File: src/core/cfn_pkg.sv
// shared types and constants for the card file navigation block
// Notes on behaviour
// RULE1: Files are addressed and selected only by a two-byte identifier.
// RULE2: First id byte gives type: 3F root, 7F directory, 2F/6F leaf.
// RULE3: No two files under one parent may carry the same identifier.
// RULE4: No file may share its identifier with any ancestor.
// RULE5: Transparent leaf: byte offset plus count, offset 00 00 first byte.
// RULE6: Record files: equal-length records, numbered from 1, length in header.
// RULE7: Linear, pointer unset: next gives first record, previous gives last.
// RULE8: Linear, pointer set: current, next unless last, previous unless first.
// RULE9: Linear seek: from start, after pointer, from end, before pointer.
// RULE10: Aborted record action leaves the record pointer as it was.
// RULE11: At most 255 records of at most 255 bytes; eight-bit counters.
// RULE12: Cyclic: after record n comes 1, before record 1 comes n.
// RULE13: Cyclic: newest data in record 1, oldest in record n.
// RULE14: Cyclic updates use previous only; reads use any addressing.
// RULE15: Selecting a cyclic file points at the most recently written record.
// RULE16: After answer-to-reset the root is current directory, no leaf.
// RULE17: Selecting root or directory makes it current, clears current leaf.
// RULE18: Selecting a leaf makes it current; directory stays its parent.
// RULE19: Allowed: child, sibling directory, parent, current directory, root. Code refuses a parent that is neither the root nor a child of the root.
// RULE20: Reselecting the last selected file is always accepted.
// RULE21: Application command runs only if it belongs to current directory.
// RULE22: After selecting a linear file the record pointer is unset.
// RULE23: Refused or unknown selection leaves all navigation state unchanged.
package cfn_pkg;
   // identifier type bytes
   localparam logic [7:0]  TYPE_ROOT  = 8'h3F;
   localparam logic [7:0]  TYPE_DIR   = 8'h7F;
   localparam logic [7:0]  TYPE_LEAF_R = 8'h2F;
   localparam logic [7:0]  TYPE_LEAF_D = 8'h6F;
   localparam logic [15:0] ROOT_FID   = 16'h3F00;
   localparam logic [7:0]  REC_FIRST  = 8'h01;
   localparam logic [7:0]  REC_NONE   = 8'h00;
   // record addressing and seek modes
   localparam logic [1:0]  AM_ABS  = 2'h0;
   localparam logic [1:0]  AM_CUR  = 2'h1;
   localparam logic [1:0]  AM_NEXT = 2'h2;
   localparam logic [1:0]  AM_PREV = 2'h3;
   localparam logic [1:0]  SK_START = 2'h0;
   localparam logic [1:0]  SK_FWD   = 2'h1;
   localparam logic [1:0]  SK_END   = 2'h2;
   localparam logic [1:0]  SK_BWD   = 2'h3;

   typedef enum logic [3:0] {
      OP_SELECT = 4'h0, OP_READ_REC = 4'h1, OP_UPDATE_REC = 4'h2, OP_SEEK = 4'h3,
      OP_INCREASE = 4'h4, OP_READ_BIN = 4'h5, OP_UPDATE_BIN = 4'h6, OP_APP = 4'h7
   } cfn_op_t;
   typedef enum logic [1:0] {
      FK_DIR = 2'h0, FK_TRANS = 2'h1, FK_LINEAR = 2'h2, FK_CYCLIC = 2'h3
   } cfn_kind_t;
   typedef enum logic [2:0] {
      ST_OK = 3'h0, ST_NOT_FOUND = 3'h1, ST_NOT_ALLOWED = 3'h2, ST_NO_LEAF = 3'h3,
      ST_RANGE = 3'h4, ST_BAD_MODE = 3'h5, ST_ABORTED = 3'h6
   } cfn_status_t;

   typedef struct packed {
      cfn_op_t     op;
      logic [15:0] fid;
      logic [1:0]  mode;
      logic [7:0]  rec;
      logic [15:0] offset;
      logic [7:0]  count;
   } cfn_cmd_t;
   typedef struct packed {
      cfn_op_t     op;
      logic [15:0] fid;
      logic [7:0]  rec;
      logic        fwd;
      logic [15:0] offset;
      logic [7:0]  count;
   } cfn_st_req_t;
   typedef struct packed {
      logic        found;
      logic        dup;
      logic        abort;
      logic [15:0] parent;
      cfn_kind_t   kind;
      logic [7:0]  rec_cnt;
      logic [15:0] body_len;
      logic [7:0]  rec;
   } cfn_st_rsp_t;
   typedef struct packed {
      cfn_status_t status;
      logic [15:0] cur_dir;
      logic [15:0] cur_leaf;
      logic        leaf_valid;
      logic [7:0]  ptr;
      logic        ptr_set;
   } cfn_rsp_t;
endpackage

File: src/core/cfn_nav.sv
// card file navigation: current directory, current leaf and record pointer
`timescale 1ns/10ps
module cfn_nav
(
   input  wire logic                 clock,
   input  wire logic                 arst_n,
   input  wire logic                 atr_done,
   input  wire logic                 cmd_valid,
   input  wire cfn_pkg::cfn_cmd_t    cmd,
   output logic                      cmd_ready,
   output logic                      rsp_valid,
   output cfn_pkg::cfn_rsp_t         rsp,
   output logic                      st_valid,
   output cfn_pkg::cfn_st_req_t      st_req,
   input  wire logic                 st_ack,
   input  wire cfn_pkg::cfn_st_rsp_t st_rsp
);
   // ------------------------------------------------------------
   // state
   // ------------------------------------------------------------
   typedef enum logic [2:0] {
      S_IDLE = 3'b001, S_LOOKUP = 3'b010, S_ACCESS = 3'b100
   } cfn_state_t;

   cfn_state_t           state_reg, state_next;
   cfn_pkg::cfn_cmd_t    cmd_reg;
   cfn_pkg::cfn_st_req_t st_req_reg;
   cfn_pkg::cfn_rsp_t    rsp_reg;
   logic                 rsp_valid_reg;
   logic [15:0]          cur_dir_reg, cur_parent_reg, cur_leaf_reg, last_sel_reg;
   logic                 leaf_valid_reg, ptr_set_reg;
   logic [7:0]           ptr_reg, rec_cnt_reg;
   logic [15:0]          body_len_reg;
   cfn_pkg::cfn_kind_t   leaf_kind_reg;

   // ------------------------------------------------------------
   // record resolution for a command arriving in idle
   // ------------------------------------------------------------
   wire take     = cmd_valid && (state_reg == S_IDLE);
   wire is_lin   = leaf_valid_reg && (leaf_kind_reg == cfn_pkg::FK_LINEAR);
   wire is_cyc   = leaf_valid_reg && (leaf_kind_reg == cfn_pkg::FK_CYCLIC);
   wire is_trans = leaf_valid_reg && (leaf_kind_reg == cfn_pkg::FK_TRANS);
   wire at_last  = ptr_reg == rec_cnt_reg;
   wire at_first = ptr_reg == cfn_pkg::REC_FIRST;
   // cyclic wraps, linear stops at the ends
   wire [7:0] nxt_rec = !ptr_set_reg ? cfn_pkg::REC_FIRST :                       // RULE7
                        at_last ? cfn_pkg::REC_FIRST : ptr_reg + 8'h01;           // RULE12
   wire [7:0] prv_rec = !ptr_set_reg ? rec_cnt_reg :                              // RULE7
                        at_first ? rec_cnt_reg : ptr_reg - 8'h01;                 // RULE12
   wire [7:0] abs_rec = cmd.rec;
   wire       abs_bad = (abs_rec == cfn_pkg::REC_NONE) || (abs_rec > rec_cnt_reg); // RULE6
   wire       cyc_ptr_bad = !ptr_set_reg && is_cyc;
   wire [7:0] tgt_rec = (cmd.mode == cfn_pkg::AM_ABS)  ? abs_rec :
                        (cmd.mode == cfn_pkg::AM_CUR)  ? ptr_reg :
                        (cmd.mode == cfn_pkg::AM_NEXT) ? nxt_rec : prv_rec;
   wire       rec_range_bad = (cmd.mode == cfn_pkg::AM_ABS) ? abs_bad :
                              (cmd.mode == cfn_pkg::AM_CUR) ? !ptr_set_reg :
                              (is_lin && ptr_set_reg && cmd.mode == cfn_pkg::AM_NEXT
                               && at_last) ||                                     // RULE8
                              (is_lin && ptr_set_reg && cmd.mode == cfn_pkg::AM_PREV
                               && at_first) || cyc_ptr_bad;                       // RULE8
   wire       upd_mode_bad = is_cyc && (cmd.mode != cfn_pkg::AM_PREV);            // RULE14
   // seek start record and direction
   wire       seek_fwd   = (cmd.mode == cfn_pkg::SK_START) || (cmd.mode == cfn_pkg::SK_FWD);
   wire [7:0] seek_start = (cmd.mode == cfn_pkg::SK_START) ? cfn_pkg::REC_FIRST :
                           (cmd.mode == cfn_pkg::SK_END)   ? rec_cnt_reg :
                           (cmd.mode == cfn_pkg::SK_FWD)   ? nxt_rec : prv_rec;   // RULE9
   wire       seek_bad   = ptr_set_reg && (((cmd.mode == cfn_pkg::SK_FWD) && at_last) ||
                           ((cmd.mode == cfn_pkg::SK_BWD) && at_first));          // RULE9
   wire [16:0] bin_end   = {1'b0, cmd.offset} + {9'h000, cmd.count};
   wire       bin_bad    = bin_end > {1'b0, body_len_reg};                        // RULE5

   // verdict on a command taken in idle
   logic        go_lookup, go_access;
   cfn_pkg::cfn_status_t idle_status;
   always_comb
   begin
      go_lookup   = 1'b0;
      go_access   = 1'b0;
      idle_status = cfn_pkg::ST_OK;
      case (cmd.op)
         cfn_pkg::OP_SELECT: go_lookup = 1'b1;                                    // RULE1
         cfn_pkg::OP_READ_REC, cfn_pkg::OP_UPDATE_REC:
            if (!(is_lin || is_cyc))
               idle_status = cfn_pkg::ST_NO_LEAF;
            else if (cmd.op == cfn_pkg::OP_UPDATE_REC && upd_mode_bad)
               idle_status = cfn_pkg::ST_BAD_MODE;                                // RULE14
            else if (rec_range_bad && !(cmd.op == cfn_pkg::OP_UPDATE_REC && is_cyc))
               idle_status = cfn_pkg::ST_RANGE;
            else
               go_access = 1'b1;
         cfn_pkg::OP_SEEK:
            if (!is_lin)
               idle_status = cfn_pkg::ST_NO_LEAF;
            else if (seek_bad)
               idle_status = cfn_pkg::ST_RANGE;                                   // RULE9
            else
               go_access = 1'b1;
         cfn_pkg::OP_INCREASE:
            if (!is_cyc)
               idle_status = cfn_pkg::ST_NO_LEAF;
            else
               go_access = 1'b1;
         cfn_pkg::OP_READ_BIN, cfn_pkg::OP_UPDATE_BIN:
            if (!is_trans)
               idle_status = cfn_pkg::ST_NO_LEAF;
            else if (bin_bad)
               idle_status = cfn_pkg::ST_RANGE;                                   // RULE5
            else
               go_access = 1'b1;
         cfn_pkg::OP_APP:
            if (cmd.fid != cur_dir_reg)
               idle_status = cfn_pkg::ST_NOT_ALLOWED;                             // RULE21
         default: idle_status = cfn_pkg::ST_BAD_MODE;
      endcase
   end

   // ------------------------------------------------------------
   // selection check on the store answer
   // ------------------------------------------------------------
   wire [15:0] sfid   = cmd_reg.fid;
   wire [7:0]  stype  = sfid[15:8];
   wire [15:0] spar   = st_rsp.parent;
   wire s_root  = sfid == cfn_pkg::ROOT_FID;
   wire s_dir   = (stype == cfn_pkg::TYPE_DIR) && (st_rsp.kind == cfn_pkg::FK_DIR);
   // leaf type byte must agree with the parent kind; a 7F id must be a directory
   wire type_ok = s_root || s_dir ||
                  ((stype == cfn_pkg::TYPE_LEAF_R) && (spar == cfn_pkg::ROOT_FID)) ||
                  ((stype == cfn_pkg::TYPE_LEAF_D) && (spar[15:8] == cfn_pkg::TYPE_DIR)); // RULE2
   wire unique_ok = !st_rsp.dup &&                                                 // RULE3
                    (s_root || (spar != sfid && sfid != cur_parent_reg)           // RULE4
                     || spar == cfn_pkg::ROOT_FID && sfid == cur_parent_reg);
   wire path_ok = (sfid == last_sel_reg) || s_root || (sfid == cur_dir_reg) ||     // RULE20
                  (spar == cur_dir_reg) || (sfid == cur_parent_reg) ||
                  (s_dir && cur_dir_reg != cfn_pkg::ROOT_FID && spar == cur_parent_reg); // RULE19
   wire sel_done   = (state_reg == S_LOOKUP) && st_ack;
   wire sel_ok     = st_rsp.found && type_ok && unique_ok && path_ok;
   wire sel_commit = sel_done && sel_ok;
   wire sel_is_dir = s_root || s_dir;
   wire acc_done   = (state_reg == S_ACCESS) && st_ack;
   wire acc_ok     = !st_rsp.abort && !(cmd_reg.op == cfn_pkg::OP_SEEK && !st_rsp.found);
   wire cyc_write  = (cmd_reg.op == cfn_pkg::OP_UPDATE_REC && leaf_kind_reg == cfn_pkg::FK_CYCLIC)
                     || cmd_reg.op == cfn_pkg::OP_INCREASE;

   // ------------------------------------------------------------
   // control flow
   // ------------------------------------------------------------
   always_comb
   begin
      case (state_reg)
         S_IDLE:   state_next = (take && go_lookup) ? S_LOOKUP :
                                (take && go_access) ? S_ACCESS : S_IDLE;
         S_LOOKUP: state_next = st_ack ? S_IDLE : S_LOOKUP;
         S_ACCESS: state_next = st_ack ? S_IDLE : S_ACCESS;
         default:  state_next = S_IDLE;
      endcase
   end

   assign cmd_ready = state_reg == S_IDLE;
   assign st_valid  = (state_reg == S_LOOKUP) || (state_reg == S_ACCESS);
   assign st_req    = st_req_reg;
   assign rsp_valid = rsp_valid_reg;
   assign rsp       = rsp_reg;

   // sequencing and store request capture
   always_ff @(posedge clock or negedge arst_n)
   begin
      if (!arst_n)
      begin
         state_reg  <= S_IDLE;
         cmd_reg    <= '0;
         st_req_reg <= '0;
      end
      else
      begin
         state_reg <= state_next;
         if (take)
         begin
            cmd_reg        <= cmd;
            st_req_reg.op  <= cmd.op;
            st_req_reg.fid <= (cmd.op == cfn_pkg::OP_SELECT) ? cmd.fid : cur_leaf_reg;
            st_req_reg.rec <= (cmd.op == cfn_pkg::OP_SEEK) ? seek_start : tgt_rec;
            st_req_reg.fwd <= seek_fwd;
            st_req_reg.offset <= cmd.offset;
            st_req_reg.count  <= cmd.count;
         end
      end
   end

   // navigation state; answer-to-reset restores the root
   always_ff @(posedge clock or negedge arst_n)
   begin
      if (!arst_n)
      begin
         cur_dir_reg    <= cfn_pkg::ROOT_FID;                                      // RULE16
         cur_parent_reg <= cfn_pkg::ROOT_FID;
         last_sel_reg   <= cfn_pkg::ROOT_FID;
         cur_leaf_reg   <= '0;
         leaf_valid_reg <= 1'b0;
         leaf_kind_reg  <= cfn_pkg::FK_DIR;
         ptr_reg        <= cfn_pkg::REC_NONE;
         ptr_set_reg    <= 1'b0;
         rec_cnt_reg    <= '0;
         body_len_reg   <= '0;
      end
      else if (atr_done)
      begin
         cur_dir_reg    <= cfn_pkg::ROOT_FID;                                      // RULE16
         cur_parent_reg <= cfn_pkg::ROOT_FID;
         last_sel_reg   <= cfn_pkg::ROOT_FID;
         leaf_valid_reg <= 1'b0;
         ptr_set_reg    <= 1'b0;
      end
      else if (sel_commit)
      begin
         last_sel_reg <= sfid;
         if (sel_is_dir)
         begin
            cur_dir_reg    <= sfid;                                                // RULE17
            cur_parent_reg <= s_root ? cfn_pkg::ROOT_FID : spar;
            leaf_valid_reg <= 1'b0;                                                // RULE17
            ptr_set_reg    <= 1'b0;
         end
         else
         begin
            cur_leaf_reg   <= sfid;                                                // RULE18
            leaf_valid_reg <= 1'b1;
            leaf_kind_reg  <= st_rsp.kind;
            rec_cnt_reg    <= st_rsp.rec_cnt;                                      // RULE11
            body_len_reg   <= st_rsp.body_len;
            ptr_set_reg    <= st_rsp.kind == cfn_pkg::FK_CYCLIC;                   // RULE22
            ptr_reg        <= cfn_pkg::REC_FIRST;                                  // RULE15
         end
      end
      else if (acc_done && acc_ok && (leaf_kind_reg != cfn_pkg::FK_TRANS))
      begin
         // newest record is always number one after a cyclic write
         ptr_set_reg <= 1'b1;
         ptr_reg     <= cyc_write ? cfn_pkg::REC_FIRST :                           // RULE13
                        (cmd_reg.op == cfn_pkg::OP_SEEK) ? st_rsp.rec : st_req_reg.rec; // RULE10
      end
   end

   // answer register, one pulse per command
   always_ff @(posedge clock or negedge arst_n)
   begin
      if (!arst_n)
      begin
         rsp_valid_reg <= 1'b0;
         rsp_reg       <= '0;
      end
      else
      begin
         rsp_valid_reg <= (take && !go_lookup && !go_access) || sel_done || acc_done;
         rsp_reg.status <= sel_done ? (!st_rsp.found ? cfn_pkg::ST_NOT_FOUND :
                                       sel_ok ? cfn_pkg::ST_OK : cfn_pkg::ST_NOT_ALLOWED) : // RULE23
                           acc_done ? (st_rsp.abort ? cfn_pkg::ST_ABORTED :
                                       acc_ok ? cfn_pkg::ST_OK : cfn_pkg::ST_NOT_FOUND) :
                           idle_status;
         rsp_reg.cur_dir    <= cur_dir_reg;
         rsp_reg.cur_leaf   <= cur_leaf_reg;
         rsp_reg.leaf_valid <= leaf_valid_reg;
         rsp_reg.ptr        <= ptr_reg;
         rsp_reg.ptr_set    <= ptr_set_reg;
      end
   end
endmodule

File: config.mk
export PLATFORM = sky130hd
export DESIGN_NAME = cfn_nav
export DESIGN_NICKNAME = d
export VERILOG_FILES = /design/src/core/cfn_pkg.sv /design/src/core/cfn_nav.sv
export SDC_FILE = /design/constraint.sdc
export NUM_CORES = 1
export LEC_CHECK = 0
export BUFFER_PORTS_ARGS = -buffer_cell sky130_fd_sc_hd__buf_2
export CAP_MARGIN = 30
export CORE_MARGIN = 3
export CORE_UTILIZATION = 53
export CTS_BUF_LIST = sky130_fd_sc_hd__clkbuf_4 sky130_fd_sc_hd__clkbuf_8
export DETAILED_ROUTE_END_ITERATION = 8
export PLACE_DENSITY = 0.79
export SETUP_SLACK_MARGIN = 0.2
export SLEW_MARGIN = 20
export SYNTH_ARGS = -nofsm -noshare
export SYNTH_HDL_FRONTEND = slang
export SYNTH_SLANG_ARGS = --single-unit
export TNS_END_PERCENT = 100
File: constraint.sdc
create_clock -name clock -period 2.3 [get_ports clock]
set_input_delay 0.23 -clock clock [delete_from_list [all_inputs] [get_ports clock]]
set_output_delay 0.23 -clock clock [all_outputs]
set_load 0.1 [all_outputs]
# Word-level counts from Yosys, hierarchy flattened
# Index checks and enable logic that the tools add are counted.
# word_totals
reg_bits	218
in_bits	112
out_inout_bits	101
wordCells	219
# classes
add_sub_neg	3
magnitude_cmp	2
n_eq_ne	40
mux	66
n_bitwise	2
n_reduce_logical	81
# ops
operator	count
$mux 16	10
$mux 8	16
$eq 16x16->1	5
$ne 16x16->1	3
$logic_and 1x1->1	40
$mux 3	13
$eq 16x14->1 const B	2
$eq 8x7->1 const B	3
$eq 4x3->1 const B	5
$logic_or 1x1->1	20
$mux 1	19
$pmux 3 s6	1
$add 16x8->17	1
$gt 17x16->1	1
$eq 4x2->1 const B	4
$ne 16x14->1 const B	1
$eq 2x2->1 const B	5
$mux 2	5
$pmux 3 s3	1
$add 8x1->8 const B	1
$eq 8x1->1 const B	1
$eq 8x6->1 const B	1
$eq 8x8->1	1
$gt 8x8->1	1
19 further kinds	34

# Longest topological paths before layout
# depth
ltp_word	18
depth_mapped	18

# Worst setup path after synthesis
# No wires, ideal clock.
# synth_timing
path_type	register to register
start	register state_reg[0]
end	register st_req_reg (netlist bit st_req[10])
setup_time_ps	120
arrival_ps	4074
required_ps	2180
path_slack_ps	-1894
path_stages_with_launch	7
n_path_buf	2
path_cell_list	dfstp_2 nor3b_1 nand2_1 clkbuf_1 clkbuf_1 nand2_1 nand2_1
# synth_between
elab_chain_cells	2
# synth_lines
element	line_no	text
start: declaration	cfn_nav.sv:25	cfn_state_t state_reg, state_next;
start signal: assignment	cfn_nav.sv:176	state_reg <= state_next;
$eq 3x1->1	n/a	
named net cmd_ready	cfn_nav.sv:10	output logic cmd_ready,
$logic_and 1x1->1	cfn_nav.sv:39	wire take = cmd_valid && (state_reg == S_IDLE);
end: declaration	cfn_nav.sv:27	cfn_pkg::cfn_st_req_t st_req_reg;
# The timed path passes the listed nets, and every way through them passes these cells.
# A chain may end at the register's enable or synchronous reset.

# Worst setup path in the final report
# layout_timing
start	register cur_dir_reg[3]
end	register cur_leaf_reg[3]
# layout_between
elab_chain_cells	8
elab_cells_between_ends	12
classes_between	3 x eq/ne; 9 x reduce/logical
# layout_lines
element	line_no	text
start: declaration	cfn_nav.sv:30	logic [15:0] cur_dir_reg, cur_parent_reg, cur_leaf_reg, last_sel_reg;
start signal: assignment	cfn_nav.sv:195	cur_dir_reg <= cfn_pkg::ROOT_FID;
start signal: assignment	cfn_nav.sv:208	cur_dir_reg <= cfn_pkg::ROOT_FID;
start signal: assignment	cfn_nav.sv:219	cur_dir_reg <= sfid;
$eq 16x16->1	cfn_nav.sv:133	wire path_ok = (sfid == last_sel_reg) || s_root || (sfid == cur_dir_reg) ||
$logic_or 1x1->1 (2 in a row)	cfn_nav.sv:133	
$logic_or 1x1->1	cfn_nav.sv:134	(spar == cur_dir_reg) || (sfid == cur_parent_reg) ||
$logic_or 1x1->1 *	cfn_nav.sv:134	
$logic_and 1x1->1 *	cfn_nav.sv:137	wire sel_ok = st_rsp.found && type_ok && unique_ok && path_ok;
$logic_and 1x1->1 *	cfn_nav.sv:138	wire sel_commit = sel_done && sel_ok;
$reduce_and 3->1 (no line) *	n/a	
end signal: assignment	cfn_nav.sv:226	cur_leaf_reg <= sfid;
end: declaration	cfn_nav.sv:30	
# Every way passes the cells marked *; elsewhere a longest branch is shown, timed or not.

==> results by group <==
Outcome
  – Status: finished with violations
  – Failing checks: negative setup slack

Timing
  – Final Hold Viols: 0
  – Final setup vio count: 107
  – Worst-Margin Slew: around 700 ps
  – Fin Setup TNS: -72780 ps
  – Relative slew slack: 53.04%
  – Min Tclk post-route: between 3000 and 4000 ps
  – Period utilization: 138.1%
  – RSZ-0062 raised after global routing: yes
  – Final Max Tran Viols: 0
  – Worst setup margin: -877.0 ps
  – Max Clk Rate: 314.8 MHz
  – Worst Skew: about 45 ps

Synth
  – Register area share after synthesis: roughly 44%
  – Ys async rst share: 100.0%
  – Area leader, netlist: dfrtp_1
  – Syn Inst Count: about 1300
  – Synth Flop Type: dfrtp_1
  – Post-synth top area share: 40.12%
  – EDFF count, synth: 0
  – Syn_area_per_cell: 9.789 µm²
  – Synth Register Bits: around 220
  – YS warnings: 0
  – Synthesized Nets: 1416
  – Post-Syn Area: between 10000 and 15000 µm²
  – Synth top area cells: dfrtp_1 40%, xor2_1 5.8%, nand2_1 5.3%
  – Distinct cell type count after synthesis: 73

Placement
  – Dpl hpwl: ~28000 µm
  – Routability Congestion: between 0.9 and 1
  – Port bufs: approximately 210

Global route
  – Vias in the first global route: 12630
  – Largest net degree at the start of global routing: 72
  – Overall routing resource usage: 34.47%
  – First-pass GRT wire length: around 70000 µm
  – Grt total ovfl: 0
  – Antenna violations before repair: 5

Floorplan
  – Initial core utilization: 54.33%
  – Die area: 25290 µm²
  – Row cnt: 55
  – IO Count: ~210
  – Placeable Area: roughly 23000 µm²
  – Die X: about 160 µm
  – Die height: 159.0 µm

Final layout
  – Fin util: 79.90%
  – Largest register FFs: 53
  – Layout cell share with drive strength beyond 1: between 40% and 50%
  – Area delta synth->final: 47.07%
  – Filler cell count: around 1200
  – Nets: approximately 1900

Route
  – Routed WL per cell: roughly 24 µm
  – Post-route antenna net violation count: 0
  – Residual DRC: 0
  – Final wirelength: 50010 µm
  – Starting DRT DRC Count: around 1500
  – Pre-antenna DRT Iters: 9
  – Via density: just over 6
  – Via count: between 10000 and 15000

CTS
  – CTS root buffer: clkbuf_8
  – Total clock sinks: between 200 and 250
  – Clock transition at path regs: about 60 ps
  – CTS buffer count: 38
  – CTS tree: built
  – Worst skew pair latency: between 500 and 600 ps
  – H-tree levels: 2
  – Longest Clk Path Bufs: 3

Worst hold path
  – Worst Hold Depth: 3
  – Min-Delay Path Class: input port to register

Power and ir drop
  – Power share of the sequential group: 38.4%
  – Worst vdd ir: about 450 µV
  – P per Cell Area: roughly 590 nW/µm²
  – Comb power frac: 23.7%
  – Int Power: between 7 and 8 mW
  – Clock share of power: between 30% and 40%
  – Leakage Power: about 8.8 nW
  – Switching share of total power: 33.16%
  – Sw power: between 3 and 4 mW

Critical path
  – Setup Crit Path Kind: register to register
  – Critical Path Sink Type: register
  – Worst path required time: between 2000 and 3000 ps
  – R2R cell count: 10
  – Worst Path Max Fanout: 5
  – Worst EP arrival: about 3600 ps
  – Worst Setup Start Kind: register

Flow run
  – Max Cap Viol: 0
-- path summary, 6_finish.rpt --
check                                        startpoint                       endpoint  slack, ps
max                          cur_dir_reg[3]$_DFFE_PN0P_    cur_leaf_reg[3]$_DFFE_PN0P_       -880
min                                           st_rsp[6]         ptr_reg[6]$_DFFE_PN0P_         30
max reg2reg                  cur_dir_reg[3]$_DFFE_PN0P_    cur_leaf_reg[3]$_DFFE_PN0P_       -880
min reg2reg                cur_leaf_reg[10]$_DFFE_PN0P_              rsp[20]$_DFF_PN0_        410
max in group asynchronous                        arst_n         st_req[40]$_DFFE_PN0P_       1250
min in group asynchronous                        arst_n  cur_parent_reg[7]$_DFFE_PN0P_        220
-- worst max-delay path, stage by stage, from the launching register on --
cell and delay [ps]:
dfrtp_1 590, xor2_1 190, nor4_1 670, nand4_1 250, nand4_1 250, o211a_4 220, o2111ai_4 150, buf_6 180
buf_12 120, buf_16 130, mux2_4 290
-- final cells by class --
class                   instances  area (µm²)  share of cell area, %
clock buffers                  55       719.4                  3.941
diodes                          4       10.01                0.05484
flip-flops and latches        218        5502                  30.14
multi-input cells             900        7316                  40.08
clock inverters                14       153.9                 0.8431
inverters                      63       236.5                  1.295
well taps                     313       391.6                  2.145
repair buffers                510        3925                  21.50
-- power by group through the flow --
stage | Clock [mW] | Combinational (mW) | Sequential [mW]
2_1_floorplan | 0 | 0.901 | 4.68
5_1_grt | 4.30 | 2.68 | 4.16
6_report | 4.10 | 2.57 | 4.15
3_3_place_gp | 0 | 2.10 | 4.18
4_1_cts | 4.08 | 2.35 | 4.13
3_5_place_dp | 0 | 2.14 | 4.19
-- per-layer routing --
layer	routed length [µm]	GRT usage [%]	vias to the layer above	share of wire (%)
met4	4385	19.06	2	8.8
met1	17270	41.96	6045	35
met2	22240	56.05	1175	44
li1	-	-	5317	-
met5	13	0	-	0.026
met3	6096	9.027	389	12
-- through the flow --
step                hold WS, ps  setup WS, ps  power, mW  instances  instance area (µm²)
detailed placement        222.8         -1097      6.330       1884                15030
finish                    25.14        -877.0      10.82       2077                18250
global placement          223.3        -950.2      6.280       1884                15030
global route              18.05        -719.7      11.13       2077                18250
floorplan                -65.59        -658.7      5.583       1268                12730
CTS                       4.241        -423.0      10.56       2055                17460
-- cell usage after synthesis, types with 8 or more instances --
master	number
clkbuf_1	54
nor4_1	32
xor2_1	82
nand2b_1	44
nand4_1	27
mux2_4	36
ha_1	35
mux2_2	9
nand3_1	40
inv_1	63
nor2b_1	13
xnor2_1	58
dfrtp_1	199
mux2i_1	47
a31oi_1	8
o221ai_1	10
a21oi_1	33
nand2_1	174
o21ai_0	63
nor3_1	21
dfstp_2	19
or3_1	8
nor2_1	40
buf_2	19
-- timing repair --
| action | CTS | global route |
|---|---|---|
| cloned | 7 | 2 |
| hold buffers | 65 | 0 |
| endpoints found under the setup margin | 113 | 114 |
| buffers inserted | 30 | 16 |
| resized for setup | 130 | 124 |
| pin swaps | 57 | 68 |
| endpoints found under the hold margin | 122 | 0 |
-- layout by cell type (no fill, tap or decap), types with 14 or more instances in the layout --
| cell type | instances |
|---|---|
| a21oi_1 | 16 |
| a21oi_2 | 17 |
| buf_2 | 207 |
| buf_4 | 178 |
| buf_6 | 35 |
| clkbuf_8 | 49 |
| dfrtp_1 | 181 |
| dfrtp_2 | 18 |
| dfstp_2 | 19 |
| dlygate4sd3_1 | 65 |
| ha_1 | 30 |
| inv_1 | 60 |
| mux2_4 | 38 |
| mux2i_1 | 44 |
| nand2_1 | 168 |
| nand2b_1 | 34 |
| nand3_1 | 33 |
| nand4_1 | 27 |
| nor2_1 | 35 |
| nor3_1 | 18 |
| nor4_1 | 20 |
| o21ai_1 | 38 |
| xnor2_1 | 44 |
| xnor2_2 | 14 |
| xor2_1 | 73 |
-- kinds of logic after synthesis --
kind of cell,Yosys count,synth area share [%]
xor gates and xnor gates,140,9.879
adders and majority gates,36,3.690
AOI/OAI and AO/OA,193,10.25
DFF,218,44.14
and+or+nand+nor,438,17.74
buffers and inverters,150,5.151
muxes,93,9.143
(Power assumes the default switching activity.)
